`src/fspc_pkg.sv`:
```
// Shared constants and types for the flash self-program controller.
// What this block does
// Address is page low byte plus effective address.
// Low table ops reach bits 15..0, word/byte.
// High table ops reach bits 23..16, word/byte.
// Rows hold 64 words; pages hold eight rows.
// Pages and rows align from memory start.
// Holding buffer keeps one aligned 64-word group.
// Software loads 64 low and 64 high writes.
// Table writes fill buffer only, two cycles.
// Processor stalls while an operation runs.
// Duration counted in oscillator ticks; row 11064.
// Start bit begins operation, hardware clears it.
// Software writes 0x55 then 0xAA to key.
// Enable bit allows or inhibits operations.
// Error flag marks bad sequence or termination.
// Erase select picks erase or program.
// Erase codes decode as listed.
// Program codes decode as listed.
// Unlisted codes count as unimplemented.
// Control bits reset to zero on power-on.
// Start only settable; unused bits read zero.
// Page bit 7 selects configuration space.
// Software places two idle instructions after start.
// Bad start is ignored and flags an error.
// Key register always reads zero.
package fspc_pkg;
    // Register word addresses on the software port.
    localparam logic [1:0] ADDR_CONTROL = 2'h0;
    localparam logic [1:0] ADDR_KEY = 2'h1;
    localparam logic [1:0] ADDR_PAGE = 2'h2;
    // Control register field positions.
    localparam int BIT_START = 15;
    localparam int BIT_ENABLE = 14;
    localparam int BIT_ERROR = 13;
    localparam int BIT_ERASE = 6;
    // Reset value of every control field.
    localparam logic [15:0] CONTROL_RESET = 16'h0000;
    // Unlock key values.
    localparam logic [7:0] KEY_FIRST = 8'h55;
    localparam logic [7:0] KEY_SECOND = 8'hAA;
    // Operation codes.
    localparam logic [3:0] OP_BULK = 4'hF;
    localparam logic [3:0] OP_GENERAL = 4'hD;
    localparam logic [3:0] OP_SECURE = 4'hC;
    localparam logic [3:0] OP_WORD = 4'h3;
    localparam logic [3:0] OP_PAGE = 4'h2;
    localparam logic [3:0] OP_ROW = 4'h1;
    localparam logic [3:0] OP_CONFIG = 4'h0;
    // Array geometry in instruction words.
    localparam int ROW_WORDS = 64;
    localparam int ROW_IDX_BITS = 6;
    localparam int PAGE_ADDR_BITS = 10;
    localparam int ROW_ADDR_BITS = 7;
    // Default operation durations in oscillator ticks.
    localparam int ROW_TICKS = 11064;
    localparam int ERASE_TICKS = 8192;
    localparam int WORD_TICKS = 256;
    // Table request from the processor.
    typedef struct packed {
        logic valid;
        logic write;
        logic high;
        logic byteMode;
        logic [15:0] ea;
        logic [15:0] wdata;
    } fspc_table_req_type;
    // Command handed to the flash array.
    typedef struct packed {
        logic go;
        logic erase;
        logic configSpace;
        logic [3:0] op;
        logic [23:0] addr;
    } fspc_flash_cmd_type;
    // Sequencer states.
    typedef enum logic {ST_IDLE, ST_BUSY} fspc_state_type;
endpackage : fspc_pkg

```
`src/fspc_controller.sv`:
```
// Flash self-program controller: registers, holding buffer, sequencer.
`timescale 1ns/1ps
`default_nettype none
module fspc_controller #(
    parameter int ROW_TICKS = fspc_pkg::ROW_TICKS,
    parameter int ERASE_TICKS = fspc_pkg::ERASE_TICKS,
    parameter int WORD_TICKS = fspc_pkg::WORD_TICKS
) (
    // Clock and power-on reset.
    input wire logic sys_clk,
    input wire logic rst,
    // Software register port.
    input wire logic [1:0] regAddr,
    input wire logic [15:0] regWdata,
    input wire logic regWrite,
    input wire logic regRead,
    output logic [15:0] regRdata,
    // Table instruction port.
    input wire fspc_pkg::fspc_table_req_type tblReq,
    output logic [15:0] tblRdata,
    output logic tblRdValid,
    output logic tblWrDone,
    // Flash array side.
    output logic flashRdEn,
    output logic [23:0] flashRdAddr,
    input wire logic [23:0] flashRdData,
    output fspc_pkg::fspc_flash_cmd_type flashCmd,
    input wire logic frcTick,
    input wire logic flashFault,
    input wire logic [5:0] bufRdIdx,
    output logic [23:0] bufRdWord,
    // Processor stall.
    output logic cpuStall
);
    // Control register fields.
    logic startBit, next_startBit;
    logic enable, next_enable;
    logic errFlag, next_errFlag;
    logic eraseSel, next_eraseSel;
    logic [3:0] opSel, next_opSel;
    // Key progress: 0 none, 1 first key seen, 2 armed.
    logic [1:0] keyStage, next_keyStage;
    // Sequencer state and remaining ticks.
    fspc_pkg::fspc_state_type state, next_state;
    logic [15:0] ticks, next_ticks;
    // Table page and latched buffer target.
    logic [7:0] page, next_page;
    logic [23:0] target, next_target;
    // Outgoing registered signals.
    logic [15:0] next_regRdata;
    fspc_pkg::fspc_flash_cmd_type next_flashCmd;
    logic next_cpuStall;
    // Holding buffer for one row.
    logic [23:0] holdBuf [fspc_pkg::ROW_WORDS];

    // Decoded software accesses.
    logic ctrlWr, keyWr, pageWr, startTry, startOk;
    // Decoded operation class.
    logic opTimed, opNop;
    logic [15:0] opTicks;

    // Decode the operation code for the current erase choice.
    always_comb begin
        opTimed = 1'b0;
        opNop = 1'b0;
        opTicks = 16'h0001;
        if (eraseSel) begin
            // Erase codes.
            if (opSel == fspc_pkg::OP_BULK || opSel == fspc_pkg::OP_GENERAL ||
                opSel == fspc_pkg::OP_SECURE || opSel == fspc_pkg::OP_PAGE ||
                opSel == fspc_pkg::OP_CONFIG) begin
                opTimed = 1'b1;
                opTicks = ERASE_TICKS[15:0];
            end else if (opSel == fspc_pkg::OP_WORD || opSel == fspc_pkg::OP_ROW) begin
                opNop = 1'b1;
            end
        end else begin
            // Program codes.
            if (opSel == fspc_pkg::OP_ROW) begin
                opTimed = 1'b1;
                opTicks = ROW_TICKS[15:0];
            end else if (opSel == fspc_pkg::OP_WORD || opSel == fspc_pkg::OP_CONFIG) begin
                opTimed = 1'b1;
                opTicks = WORD_TICKS[15:0];
            end else if (opSel == fspc_pkg::OP_BULK || opSel == fspc_pkg::OP_GENERAL ||
                         opSel == fspc_pkg::OP_SECURE || opSel == fspc_pkg::OP_PAGE) begin
                opNop = 1'b1;
            end
        end
        // Reserved and other codes stay neither timed nor idle: unimplemented.
    end

    // Register writes, key tracking, sequencer and read data.
    always_comb begin
        ctrlWr = regWrite && regAddr == fspc_pkg::ADDR_CONTROL && state == fspc_pkg::ST_IDLE;
        keyWr = regWrite && regAddr == fspc_pkg::ADDR_KEY;
        pageWr = regWrite && regAddr == fspc_pkg::ADDR_PAGE;
        startTry = ctrlWr && regWdata[fspc_pkg::BIT_START] && !startBit;
        startOk = startTry && enable && keyStage == 2'h2 && (opTimed || opNop);
        next_startBit = startBit;
        next_enable = enable;
        next_errFlag = errFlag;
        next_eraseSel = eraseSel;
        next_opSel = opSel;
        next_keyStage = keyStage;
        next_state = state;
        next_ticks = ticks;
        next_page = page;
        next_flashCmd = flashCmd;
        next_flashCmd.go = 1'b0;
        // Any write breaks the key sequence unless it continues it.
        if (regWrite) begin
            next_keyStage = 2'h0;
            if (keyWr && regWdata[7:0] == fspc_pkg::KEY_FIRST) begin
                next_keyStage = 2'h1;
            end else if (keyWr && regWdata[7:0] == fspc_pkg::KEY_SECOND && keyStage == 2'h1) begin
                next_keyStage = 2'h2;
            end
        end
        // Software writes to the control fields; start can only be set.
        if (ctrlWr) begin
            next_enable = regWdata[fspc_pkg::BIT_ENABLE];
            next_errFlag = regWdata[fspc_pkg::BIT_ERROR];
            next_eraseSel = regWdata[fspc_pkg::BIT_ERASE];
            next_opSel = regWdata[3:0];
        end
        if (pageWr) begin
            next_page = regWdata[7:0];
        end
        // A start attempt launches, is refused with an error, or for a no-operation code only clears the error.
        if (startTry && !startOk) begin
            next_errFlag = 1'b1;
        end else if (startOk && opNop) begin
            next_errFlag = 1'b0;
        end else if (startOk) begin
            next_startBit = 1'b1;
            next_errFlag = 1'b0;
            next_state = fspc_pkg::ST_BUSY;
            next_ticks = opTicks;
            next_flashCmd.go = 1'b1;
            next_flashCmd.erase = eraseSel;
            next_flashCmd.op = opSel;
            next_flashCmd.configSpace = target[23];
            next_flashCmd.addr = target;
            if (eraseSel) begin
                next_flashCmd.addr = {target[23:fspc_pkg::PAGE_ADDR_BITS],
                                      {fspc_pkg::PAGE_ADDR_BITS{1'b0}}};
            end else if (opSel == fspc_pkg::OP_ROW) begin
                next_flashCmd.addr = {target[23:fspc_pkg::ROW_ADDR_BITS],
                                      {fspc_pkg::ROW_ADDR_BITS{1'b0}}};
            end
        end
        // Count oscillator ticks; a fault ends the operation with an error.
        if (state == fspc_pkg::ST_BUSY) begin
            if (flashFault) begin
                next_state = fspc_pkg::ST_IDLE;
                next_startBit = 1'b0;
                next_errFlag = 1'b1;
            end else if (frcTick) begin
                next_ticks = ticks - 16'h0001;
                if (ticks == 16'h0001) begin
                    next_state = fspc_pkg::ST_IDLE;
                    next_startBit = 1'b0;
                end
            end
        end
        next_cpuStall = next_state == fspc_pkg::ST_BUSY;
        // Read data: unused bits and the key read as zero.
        next_regRdata = 16'h0000;
        if (regRead && regAddr == fspc_pkg::ADDR_CONTROL) begin
            next_regRdata = fspc_pkg::CONTROL_RESET;
            next_regRdata[fspc_pkg::BIT_START] = startBit;
            next_regRdata[fspc_pkg::BIT_ENABLE] = enable;
            next_regRdata[fspc_pkg::BIT_ERROR] = errFlag;
            next_regRdata[fspc_pkg::BIT_ERASE] = eraseSel;
            next_regRdata[3:0] = opSel;
        end else if (regRead && regAddr == fspc_pkg::ADDR_PAGE) begin
            next_regRdata = {8'h00, page};
        end
    end

    // Register the control group; power-on reset clears all.
    always_ff @(posedge sys_clk or posedge rst) begin
        if (rst) begin
            startBit <= 1'b0;
            enable <= 1'b0;
            errFlag <= 1'b0;
            eraseSel <= 1'b0;
            opSel <= 4'h0;
            keyStage <= 2'h0;
            state <= fspc_pkg::ST_IDLE;
            ticks <= 16'h0000;
            page <= 8'h00;
            flashCmd <= '0;
            regRdata <= 16'h0000;
            cpuStall <= 1'b0;
        end else begin
            startBit <= next_startBit;
            enable <= next_enable;
            errFlag <= next_errFlag;
            eraseSel <= next_eraseSel;
            opSel <= next_opSel;
            keyStage <= next_keyStage;
            state <= next_state;
            ticks <= next_ticks;
            page <= next_page;
            flashCmd <= next_flashCmd;
            regRdata <= next_regRdata;
            cpuStall <= next_cpuStall;
        end
    end

    // Table path state.
    logic next_flashRdEn, rdWait, next_rdWait;
    logic rdHigh, next_rdHigh, rdByte, next_rdByte, rdOdd, next_rdOdd;
    logic [23:0] next_flashRdAddr, tblAddr;
    logic [15:0] next_tblRdata;
    logic next_tblRdValid, next_tblWrDone;
    logic [5:0] bufIdx;
    logic [23:0] bufOld, bufNew;

    // Compute table reads, buffer updates and the write target.
    always_comb begin
        tblAddr = {page, tblReq.ea};
        bufIdx = tblReq.ea[fspc_pkg::ROW_IDX_BITS:1];
        bufOld = holdBuf[bufIdx];
        bufNew = bufOld;
        next_target = target;
        next_flashRdEn = tblReq.valid && !tblReq.write;
        next_flashRdAddr = next_flashRdEn ? tblAddr : flashRdAddr;
        next_rdWait = flashRdEn;
        next_rdHigh = flashRdEn ? rdHigh : tblReq.high;
        next_rdByte = flashRdEn ? rdByte : tblReq.byteMode;
        next_rdOdd = flashRdEn ? rdOdd : tblReq.ea[0];
        next_tblWrDone = tblReq.valid && tblReq.write;
        if (tblReq.valid && tblReq.write) begin
            next_target = tblAddr;
            if (!tblReq.high && !tblReq.byteMode) begin
                bufNew[15:0] = tblReq.wdata;
            end else if (!tblReq.high && tblReq.ea[0]) begin
                bufNew[15:8] = tblReq.wdata[7:0];
            end else if (!tblReq.high) begin
                bufNew[7:0] = tblReq.wdata[7:0];
            end else if (!tblReq.byteMode || !tblReq.ea[0]) begin
                bufNew[23:16] = tblReq.wdata[7:0];
            end
        end
        // Shape returned data; the phantom upper byte is zero.
        next_tblRdata = tblRdata;
        next_tblRdValid = rdWait;
        if (rdWait) begin
            if (!rdHigh && !rdByte) begin
                next_tblRdata = flashRdData[15:0];
            end else if (!rdHigh) begin
                next_tblRdata = {8'h00, rdOdd ? flashRdData[15:8] : flashRdData[7:0]};
            end else if (rdByte && rdOdd) begin
                next_tblRdata = 16'h0000;
            end else begin
                next_tblRdata = {8'h00, flashRdData[23:16]};
            end
        end
    end

    // Register the table group.
    always_ff @(posedge sys_clk or posedge rst) begin
        if (rst) begin
            flashRdEn <= 1'b0;
            flashRdAddr <= 24'h000000;
            rdWait <= 1'b0;
            rdHigh <= 1'b0;
            rdByte <= 1'b0;
            rdOdd <= 1'b0;
            target <= 24'h000000;
            tblRdata <= 16'h0000;
            tblRdValid <= 1'b0;
            tblWrDone <= 1'b0;
            bufRdWord <= 24'h000000;
        end else begin
            flashRdEn <= next_flashRdEn;
            flashRdAddr <= next_flashRdAddr;
            rdWait <= next_rdWait;
            rdHigh <= next_rdHigh;
            rdByte <= next_rdByte;
            rdOdd <= next_rdOdd;
            target <= next_target;
            tblRdata <= next_tblRdata;
            tblRdValid <= next_tblRdValid;
            tblWrDone <= next_tblWrDone;
            bufRdWord <= holdBuf[bufRdIdx];
        end
    end

    // Holding buffer storage; contents are not reset.
    always_ff @(posedge sys_clk) begin
        if (tblReq.valid && tblReq.write) begin
            holdBuf[bufIdx] <= bufNew;
        end
    end

    // Helper: ticks counted during a row program.
    logic [15:0] seenTicks;
    always_ff @(posedge sys_clk or posedge rst) begin
        if (rst) begin
            seenTicks <= 16'h0000;
        end else if (startOk) begin
            seenTicks <= 16'h0000;
        end else if (state == fspc_pkg::ST_BUSY && frcTick && !flashFault) begin
            seenTicks <= seenTicks + 16'h0001;
        end
    end

    property p_bad_start;
        @(posedge sys_clk) disable iff (rst)
        (startTry && !(enable && keyStage == 2'h2)) |=> (errFlag && !startBit);
    endproperty
    a_bad_start: assert property (p_bad_start) else $error("refused start changed state");

    property p_inhibit;
        @(posedge sys_clk) disable iff (rst)
        (startTry && !enable) |=> ##1 (state == fspc_pkg::ST_IDLE && !flashCmd.go);
    endproperty
    a_inhibit: assert property (p_inhibit) else $error("disabled start ran");

    property p_stall;
        @(posedge sys_clk) disable iff (rst)
        flashCmd.go |-> (cpuStall && startBit);
    endproperty
    a_stall: assert property (p_stall) else $error("operation without stall");

    property p_done_clears;
        @(posedge sys_clk) disable iff (rst)
        $fell(cpuStall) |-> !startBit;
    endproperty
    a_done_clears: assert property (p_done_clears) else $error("start bit left set");

    property p_row_len;
        @(posedge sys_clk) disable iff (rst)
        ($fell(startBit) && !flashCmd.erase && flashCmd.op == fspc_pkg::OP_ROW && !errFlag)
        |-> seenTicks == ROW_TICKS[15:0];
    endproperty
    a_row_len: assert property (p_row_len) else $error("row time wrong");

    property p_key_zero;
        @(posedge sys_clk) disable iff (rst)
        (regRead && regAddr == fspc_pkg::ADDR_KEY) |=> regRdata == 16'h0000;
    endproperty
    a_key_zero: assert property (p_key_zero) else $error("key read not zero");

    property p_unused_zero;
        @(posedge sys_clk) disable iff (rst)
        (regRead && regAddr == fspc_pkg::ADDR_CONTROL) |=> (regRdata[12:7] == 6'h00 && regRdata[5:4] == 2'h0);
    endproperty
    a_unused_zero: assert property (p_unused_zero) else $error("unused bits set");

    property p_addr_form;
        @(posedge sys_clk) disable iff (rst)
        (tblReq.valid && !tblReq.write) |=> (flashRdEn && flashRdAddr == {$past(page), $past(tblReq.ea)});
    endproperty
    a_addr_form: assert property (p_addr_form) else $error("table address wrong");

    property p_phantom;
        @(posedge sys_clk) disable iff (rst)
        (tblReq.valid && !tblReq.write && tblReq.high) |-> ##3 (tblRdValid && tblRdata[15:8] == 8'h00);
    endproperty
    a_phantom: assert property (p_phantom) else $error("high read upper byte set");
endmodule : fspc_controller
`default_nettype wire

```
`config.mk`:
```
export PLATFORM = sky130hd
export DESIGN_NAME = fspc_controller
export DESIGN_NICKNAME = d
export VERILOG_FILES = /design/src/fspc_pkg.sv /design/src/fspc_controller.sv
export SDC_FILE = /design/constraint.sdc
export NUM_CORES = 2
export LEC_CHECK = 0
export BUFFER_PORTS_ARGS = -buffer_cell sky130_fd_sc_hd__buf_2
export CORE_AREA = 2 2 334 336
export CTS_BUF_LIST = sky130_fd_sc_hd__clkbuf_8
export DETAILED_ROUTE_END_ITERATION = 8
export DIE_AREA = 0 0 336 338
export PLACE_DENSITY = 0.86
export SLEW_MARGIN = 30
export SYNTH_ARGS = -nofsm -noshare
export SYNTH_HDL_FRONTEND = slang
export SYNTH_SLANG_ARGS = --single-unit
export TNS_END_PERCENT = 50
```
`constraint.sdc`:
```
create_clock -name sys_clk -period 5.39 [get_ports sys_clk]
set_input_delay 0.2695 -clock sys_clk [delete_from_list [all_inputs] [get_ports sys_clk]]
set_output_delay 0.2695 -clock sys_clk [all_outputs]
set_load 0.05 [all_outputs]
```
After elaboration in Yosys (flattened, before gate mapping) --
Memory sizes are Yosys's and may differ from the RTL's. A register that Yosys moved wholly into a read port is not among the register bits. Cells that the tools add are included.
Storage, ports and cells: register bits after elaboration 153, memory bits (writable) 1536, bits of input ports 90, output and inout bits 115, logic and storage cells 161, memories kept 1
Memories:
- holdBuf | words 64, bits a word 24, read ports 1, clocked after memory_dff 1, wr ports 1, RTL line fspc_controller.sv:54 | logic [23:0] holdBuf [fspc_pkg::ROW_WORDS];
Cells by class: add/sub/neg operators 1, equal/unequal tests 23, multiplexer cells 64, bitwise logic cells 3, reductions and logical operators 44
Operator list (count):
- 16-bit 2-to-1 mux | 10
- 31-bit 2-to-1 mux | 3
- 8-bit 2-to-1 mux | 11
- 1-bit 2-to-1 mux | 32
- 14-bit 2-to-1 mux | 2
- 24-bit 2-to-1 mux | 1
- 1-bit logical AND | 22
- 16-bit by 1-bit == test with 1-bit output, second input constant | 1
- 16-bit by 1-bit subtractor with 16-bit output, second input constant | 1
- 4-bit == test, second input constant | 3
- 10-bit 2-to-1 mux | 1
- 9-bit 2-to-1 mux | 1
- 3-bit != test, second input constant | 3
- 4-bit by 2-bit == test with 1-bit output, second input constant | 2
- 8-bit by 7-bit == test with 1-bit output, second input constant | 1
- 8-bit == test, second input constant | 1
- 1-bit logical NOT | 8
- 1-bit logical OR | 8
- 4-bit != test, second input constant | 2
- 7-bit 2-to-1 mux | 1
- 3-bit AND reduction | 2
- 6-bit AND reduction | 1
- 5-bit != test, second input constant | 1
- 2-bit by 1-bit == test with 1-bit output, second input constant | 2
- other kinds (9) | 15

Longest topological paths before layout --
depth in word-level cells 17, gate-level depth with buffers 10, gate-level depth less buffers 6

Least setup slack after synthesis --
Ideal clock, no wire load.
path type register to register, start register state, end register ticks[8], setup time 133 ps, arrival 1898 ps, slack 3360 ps, cell stages (with the launch flop) 8, buffers on the path 2, cell sequence dfrtp_1 -> nor4b_2 -> nand4_1 -> or4_1 -> buf_6 -> buf_6 -> a21oi_1 -> a211oi_2
On the way: cells in the longest elaborated chain, start to end 13, elaborated cells on any way between the ends 16
Ends and longest elaborated chain:
- from (decl) | RTL line fspc_controller.sv:44 | fspc_pkg::fspc_state_type state, next_state;
- from (signal assigned) | RTL line fspc_controller.sv:191 | state <= fspc_pkg::ST_IDLE;
- from (signal assigned) | RTL line fspc_controller.sv:204 | state <= next_state;
- 1-bit NOT | RTL line fspc_controller.sv:95 | ctrlWr = regWrite && regAddr == fspc_pkg::ADDR_CONTROL && state == fspc_pkg::ST_IDLE;
- 1-bit logical AND | RTL line fspc_controller.sv:95
- 1-bit logical AND (2 in series) | RTL line fspc_controller.sv:98 | startTry = ctrlWr && regWdata[fspc_pkg::BIT_START] && !startBit;
- 1-bit logical AND (3 in series) | RTL line fspc_controller.sv:99 | startOk = startTry && enable && keyStage == 2'h2 && (opTimed || opNop);
- 16-bit 2-to-1 mux (tied with other cells) | RTL line fspc_controller.sv:135 | end else if (startOk) begin
- 16-bit 2-to-1 mux / 1-bit logical AND (equally long branches) | RTL line fspc_controller.sv:133, fspc_controller.sv:131
- 16-bit 2-to-1 mux | RTL line fspc_controller.sv:131 | if (startTry && !startOk) begin
- 16-bit 2-to-1 mux | RTL line fspc_controller.sv:159 | end else if (frcTick) begin
- 16-bit 2-to-1 mux | RTL line fspc_controller.sv:155 | if (flashFault) begin
- 16-bit 2-to-1 mux (*) | RTL line fspc_controller.sv:154 | if (state == fspc_pkg::ST_BUSY) begin
- named net next_ticks[8] | RTL line fspc_controller.sv:45 | logic [15:0] ticks, next_ticks;
- to (signal assigned) | RTL line fspc_controller.sv:205 | ticks <= next_ticks;
- to (decl) | RTL line fspc_controller.sv:45
The timed path passes the listed nets; every way through them passes the cells marked *. A chain may end at the register's enable or synchronous reset.

Worst setup path in the final report --
start register opSel[3], end register ticks[3]
On the way: cells in the longest elaborated chain, start to end 16, elaborated cells on any way between the ends 36
Ends and longest elaborated chain:
- from (decl) | RTL line fspc_controller.sv:40 | logic [3:0] opSel, next_opSel;
- from (signal assigned) | RTL line fspc_controller.sv:202 | opSel <= next_opSel;
- 4-bit == test | RTL line fspc_controller.sv:69, fspc_controller.sv:85
- 1-bit logical OR (2 in series) | RTL line fspc_controller.sv:69, fspc_controller.sv:85
- 1-bit logical OR | RTL line fspc_controller.sv:70, fspc_controller.sv:86
- 1-bit 2-to-1 mux | RTL line fspc_controller.sv:85 | end else if (opSel == fspc_pkg::OP_BULK || opSel == fspc_pkg::OP_GENERAL ||
- 1-bit 2-to-1 mux | RTL line fspc_controller.sv:82 | end else if (opSel == fspc_pkg::OP_WORD || opSel == fspc_pkg::OP_CONFIG) begin
- 1-bit 2-to-1 mux | RTL line fspc_controller.sv:79 | if (opSel == fspc_pkg::OP_ROW) begin
- 1-bit 2-to-1 mux | RTL line fspc_controller.sv:67 | if (eraseSel) begin
- 1-bit logical OR | RTL line fspc_controller.sv:99
- 1-bit logical AND | RTL line fspc_controller.sv:99
- 16-bit 2-to-1 mux (tied with other cells) | RTL line fspc_controller.sv:135
- 16-bit 2-to-1 mux / 1-bit logical AND (equally long branches) | RTL line fspc_controller.sv:133, fspc_controller.sv:131
- 16-bit 2-to-1 mux (*) | RTL line fspc_controller.sv:131
- 16-bit 2-to-1 mux | RTL line fspc_controller.sv:159
- 16-bit 2-to-1 mux | RTL line fspc_controller.sv:155
- 16-bit 2-to-1 mux (*) | RTL line fspc_controller.sv:154
- named net next_ticks[3] | RTL line fspc_controller.sv:45
Marks and branches as above.

==> out/qor.csv <==
stage;metric;value;unit
place;dp_cells;4932;
logic_synthesis;synthFlopType;edfxtp_1;
layout;syn_to_final_growth;12.3;%
floorplanning;die_area;114000;um^2
worst_setup_path;cp-start-kind;flop;
pwr;switching_share;24.0;%
pwr;power_frac_comb;7.1;%
detailed_routing;drt_iter0_drc;5734;
floorplanning;rows;122;
pwr;ir_drop;0.325;mV
clocking;cts_root_buf;clkbuf_8;
floorplanning;core;110000;um^2
pwr;seqPwrFrac;54.8;%
clocking;clock_path_buffers;4;
clocking;clk_pin_slew;0.07;ns
detailed_routing;drcViolationCount;0;
pwr;intPower;20500;uW
floorplanning;start_util;60.6;%
worst_setup_path;critPathKind;reg -> reg;
place;place.gp.congestion;0.920;
logic_synthesis;yosysTopAreaCell;edfxtp_1;
worst_setup_path;reg2regPathDepth;6;
floorplanning;die_w;336;um
logic_synthesis;synth.area.top_cells;edfxtp_1, mux4_2, dfrtp_1;
timing;worst_slew_pin_slew;1.13;ns
clocking;cts.sinks;1707;
clocking;numCtsBuffers;278;
floorplanning;die_h;338;um
logic_synthesis;yosysTopAreaCellShare;69.2;%
detailed_routing;num_vias;37100;
logic_synthesis;synth-seq-cells;1707;
worst_setup_path;cp.required;6.20;ns
timing;finalSetupTns;0;ns
worst_setup_path;critPathCaptureType;flop;
timing;timing.final.ws_setup;2.56;ns
floorplanning;ios;205;
clocking;clk_latency;1.01;ns
worst_setup_path;r2r_slack;2.56;ns
clocking;cts_resized;0;
layout;nNetsFinal;3899;
timing;finalClockSkew;0.0992;ns
logic_synthesis;syn_area;66700;um^2
detailed_routing;ant_nets;0;
detailed_routing;avgViaCountPerCell;6.77;
outcome;status;completed;
layout;final_util;68.0;%
logic_synthesis;synth_edf_count;1536;
timing;final_max_slew_viol_count;0;
detailed_routing;routed_wl;173000;um
timing;max-slew-margin-rel;24.5;%
clocking;htreeDepth;5;
worst_setup_path;arrival;3.63;ns
worst_setup_path;crit_end;ticks[3];
grt;grtUsageTotal;30.7;%
worst_setup_path;rr_endpoint;ticks[3];
worst_setup_path;cp_max_fo;33;
pwr;power.density;360;nW/um^2
timing;final_hold_viol_count;0;
logic_synthesis;syn_area_per_cell;19.6;um^2
logic_synthesis;synthCells;3397;
timing;rsz0062_at_grt;false;
min_path;min_path_type;in -> async;
logic_synthesis;yosysUniqueCellTypes;68;
detailed_routing;routedWlPerCell;31.5;um
logic_synthesis;yosysWarnings;0;
clocking;cts_tree;yes;
logic_synthesis;synth_seq_area_share;75.6;%
pwr;p_clk_share;38.1;%
detailed_routing;dr.pass1.iters;8;
pwr;p_sw;6480;uW
place;io_buffers;194;
worst_setup_path;r2r-start;opSel[3];
grt;antenna_found_initial;4;
grt;overflow;0;
grt;grt_max_degree;108;
place;hpwl;100000;um
place;dp_worst_setup_slack;2.16;ns
timing;setup_viol;0;
timing;finalCriticalPeriod;2.83;ns
timing;max_freq;0.354;GHz
grt;grt_pass1_vias;37600;
grt;grt_pass1_wl;250000;um
pwr;p_leak;0.0252;uW
layout;drive_gt1_share;28.0;%
logic_synthesis;postSynth.asyncResetShare;10.0;%
timing;min_period_over_period;52.4;%
layout;fin_cells;5486;
layout;final.fill_count;6118;
worst_setup_path;crit_start;opSel[3];
flow_run;max-cap-violations;0;
timing repair:
action,in CTS,in global routing
setup buffers,0,0
hold endpoints to repair,496,0
hold buffers,82,0
worst min path at each step:
stage	startpoint	endpoint	slack (ns)	cells after the start
global route	bufRdIdx[3]	bufRdWord[17]	0.03	3
finish	rst	tblRdata[3]	0.07	3
CTS	bufRdIdx[3]	bufRdWord[17]	0.02	3
floorplan	regWrite	keyStage[0]	0.37	1
detailed placement	flashCmd[14]	flashCmd[14]	0.45	2
global placement	flashCmd[3]	flashCmd[3]	0.45	2
power groups by stage:
| stage | combinational, uW | sequential, uW | clock (uW) |
|---|---|---|---|
| after floorplan | 910 | 15200 | 0 |
| after global placement | 1730 | 15000 | 0 |
| after detailed placement | 1790 | 15000 | 0 |
| after CTS | 1860 | 14800 | 10200 |
| after global routing | 1990 | 14800 | 10800 |
| final | 1920 | 14800 | 10300 |
metrics by stage:
step | hold slack [ns] | total power [uW] | area, um^2
2_1_floorplan | 0.366 | 16100 | 66700
3_3_place_gp | 0.447 | 16700 | 69000
3_5_place_dp | 0.454 | 16800 | 69000
4_1_cts | 0.0215 | 26800 | 74700
5_1_grt | 0.0346 | 27600 | 74900
6_report | 0.0680 | 27000 | 74900
kinds of logic after synthesis:
| group | Yosys count | share of synthesized area [%] |
|---|---|---|
| DFF | 1707 | 75.6 |
| muxes | 599 | 15.6 |
| and+or+nand+nor | 544 | 3.64 |
| AOI/OAI and AO/OA | 314 | 3.31 |
| buffers and inverters | 228 | 1.79 |
| adders and majority gates | 2 | 0.0375 |
| xor gates and xnor gates | 2 | 0.0263 |
| other | 1 | 0.00562 |
critical path, stage by stage (launching register included):
cell      delay [ns]
dfrtp_1         0.51
or3b_2          0.50
a21boi_1        0.32
or4_1           0.50
buf_4           0.45
a21oi_1         0.12
o221a_2         0.26
metal layers:
metal	global-route usage [%]	up-vias	routed length, um
li1	-	14600	-
met1	38.7	18600	57100
met2	48.2	3244	81800
met3	9.89	646	23800
met4	16.1	6	10000
met5	0	-	40
cells in the mapped netlist (all sizes together) (33+ instances only):
cell and number:
edfxtp 1536, mux4 339, nor2 224, nand2 182, dfrtp 171, mux2 140, buf 135, mux2i 120
clkbuf 72, o22ai 64, o21ai 37, a21oi 33
state kept, by name (all words and copies together), names as in the netlist, 11 cells and up:
| register | count |
|---|---|
| holdBuf | 1536 |
| flashCmd | 30 |
| bufRdWord | 24 |
| flashRdAddr | 24 |
| target | 24 |
| tblRdata | 16 |
| ticks | 16 |
| regRdata | 11 |
placed cells by master, fill, tap and decap left out, types with 7 or more instances in the layout:
master,n
mux2_2,133
o211ai_1,19
a21oi_1,32
clkbuf_8,296
diode_2,7
nor2b_1,16
nor2_1,193
mux4_2,339
nor3_1,17
mux2_4,7
dfrtp_1,170
nor2_2,31
o21ai_0,33
o221ai_1,20
nand2_1,181
o2bb2ai_1,16
dlygate4sd3_1,82
inv_1,101
o311a_1,14
a22oi_1,30
buf_2,182
a211oi_1,16
o22ai_1,64
nor3b_1,10
a22o_1,15
clkinv_2,24
edfxtp_1,1536
nand4_1,10
o31ai_1,7
buf_4,56
nand2b_1,7
nand3_1,28
clkinv_1,50
a31oi_1,26
mux2i_1,120
area by class of cell:
type / instances / area (um^2) / area share, %
tap: 1488 / 1860 / 2.49
sequential: 1707 / 50400 / 67.3
clock buffer: 296 / 4070 / 5.44
inverter: 21 / 86.3 / 0.115
multi-input combinational: 1466 / 15200 / 20.4
timing repair buffer: 333 / 2370 / 3.17
clock inverter: 168 / 807 / 1.08
antenna: 7 / 17.5 / 0.0234
Note: power is estimated with default switching activity, not from simulation.
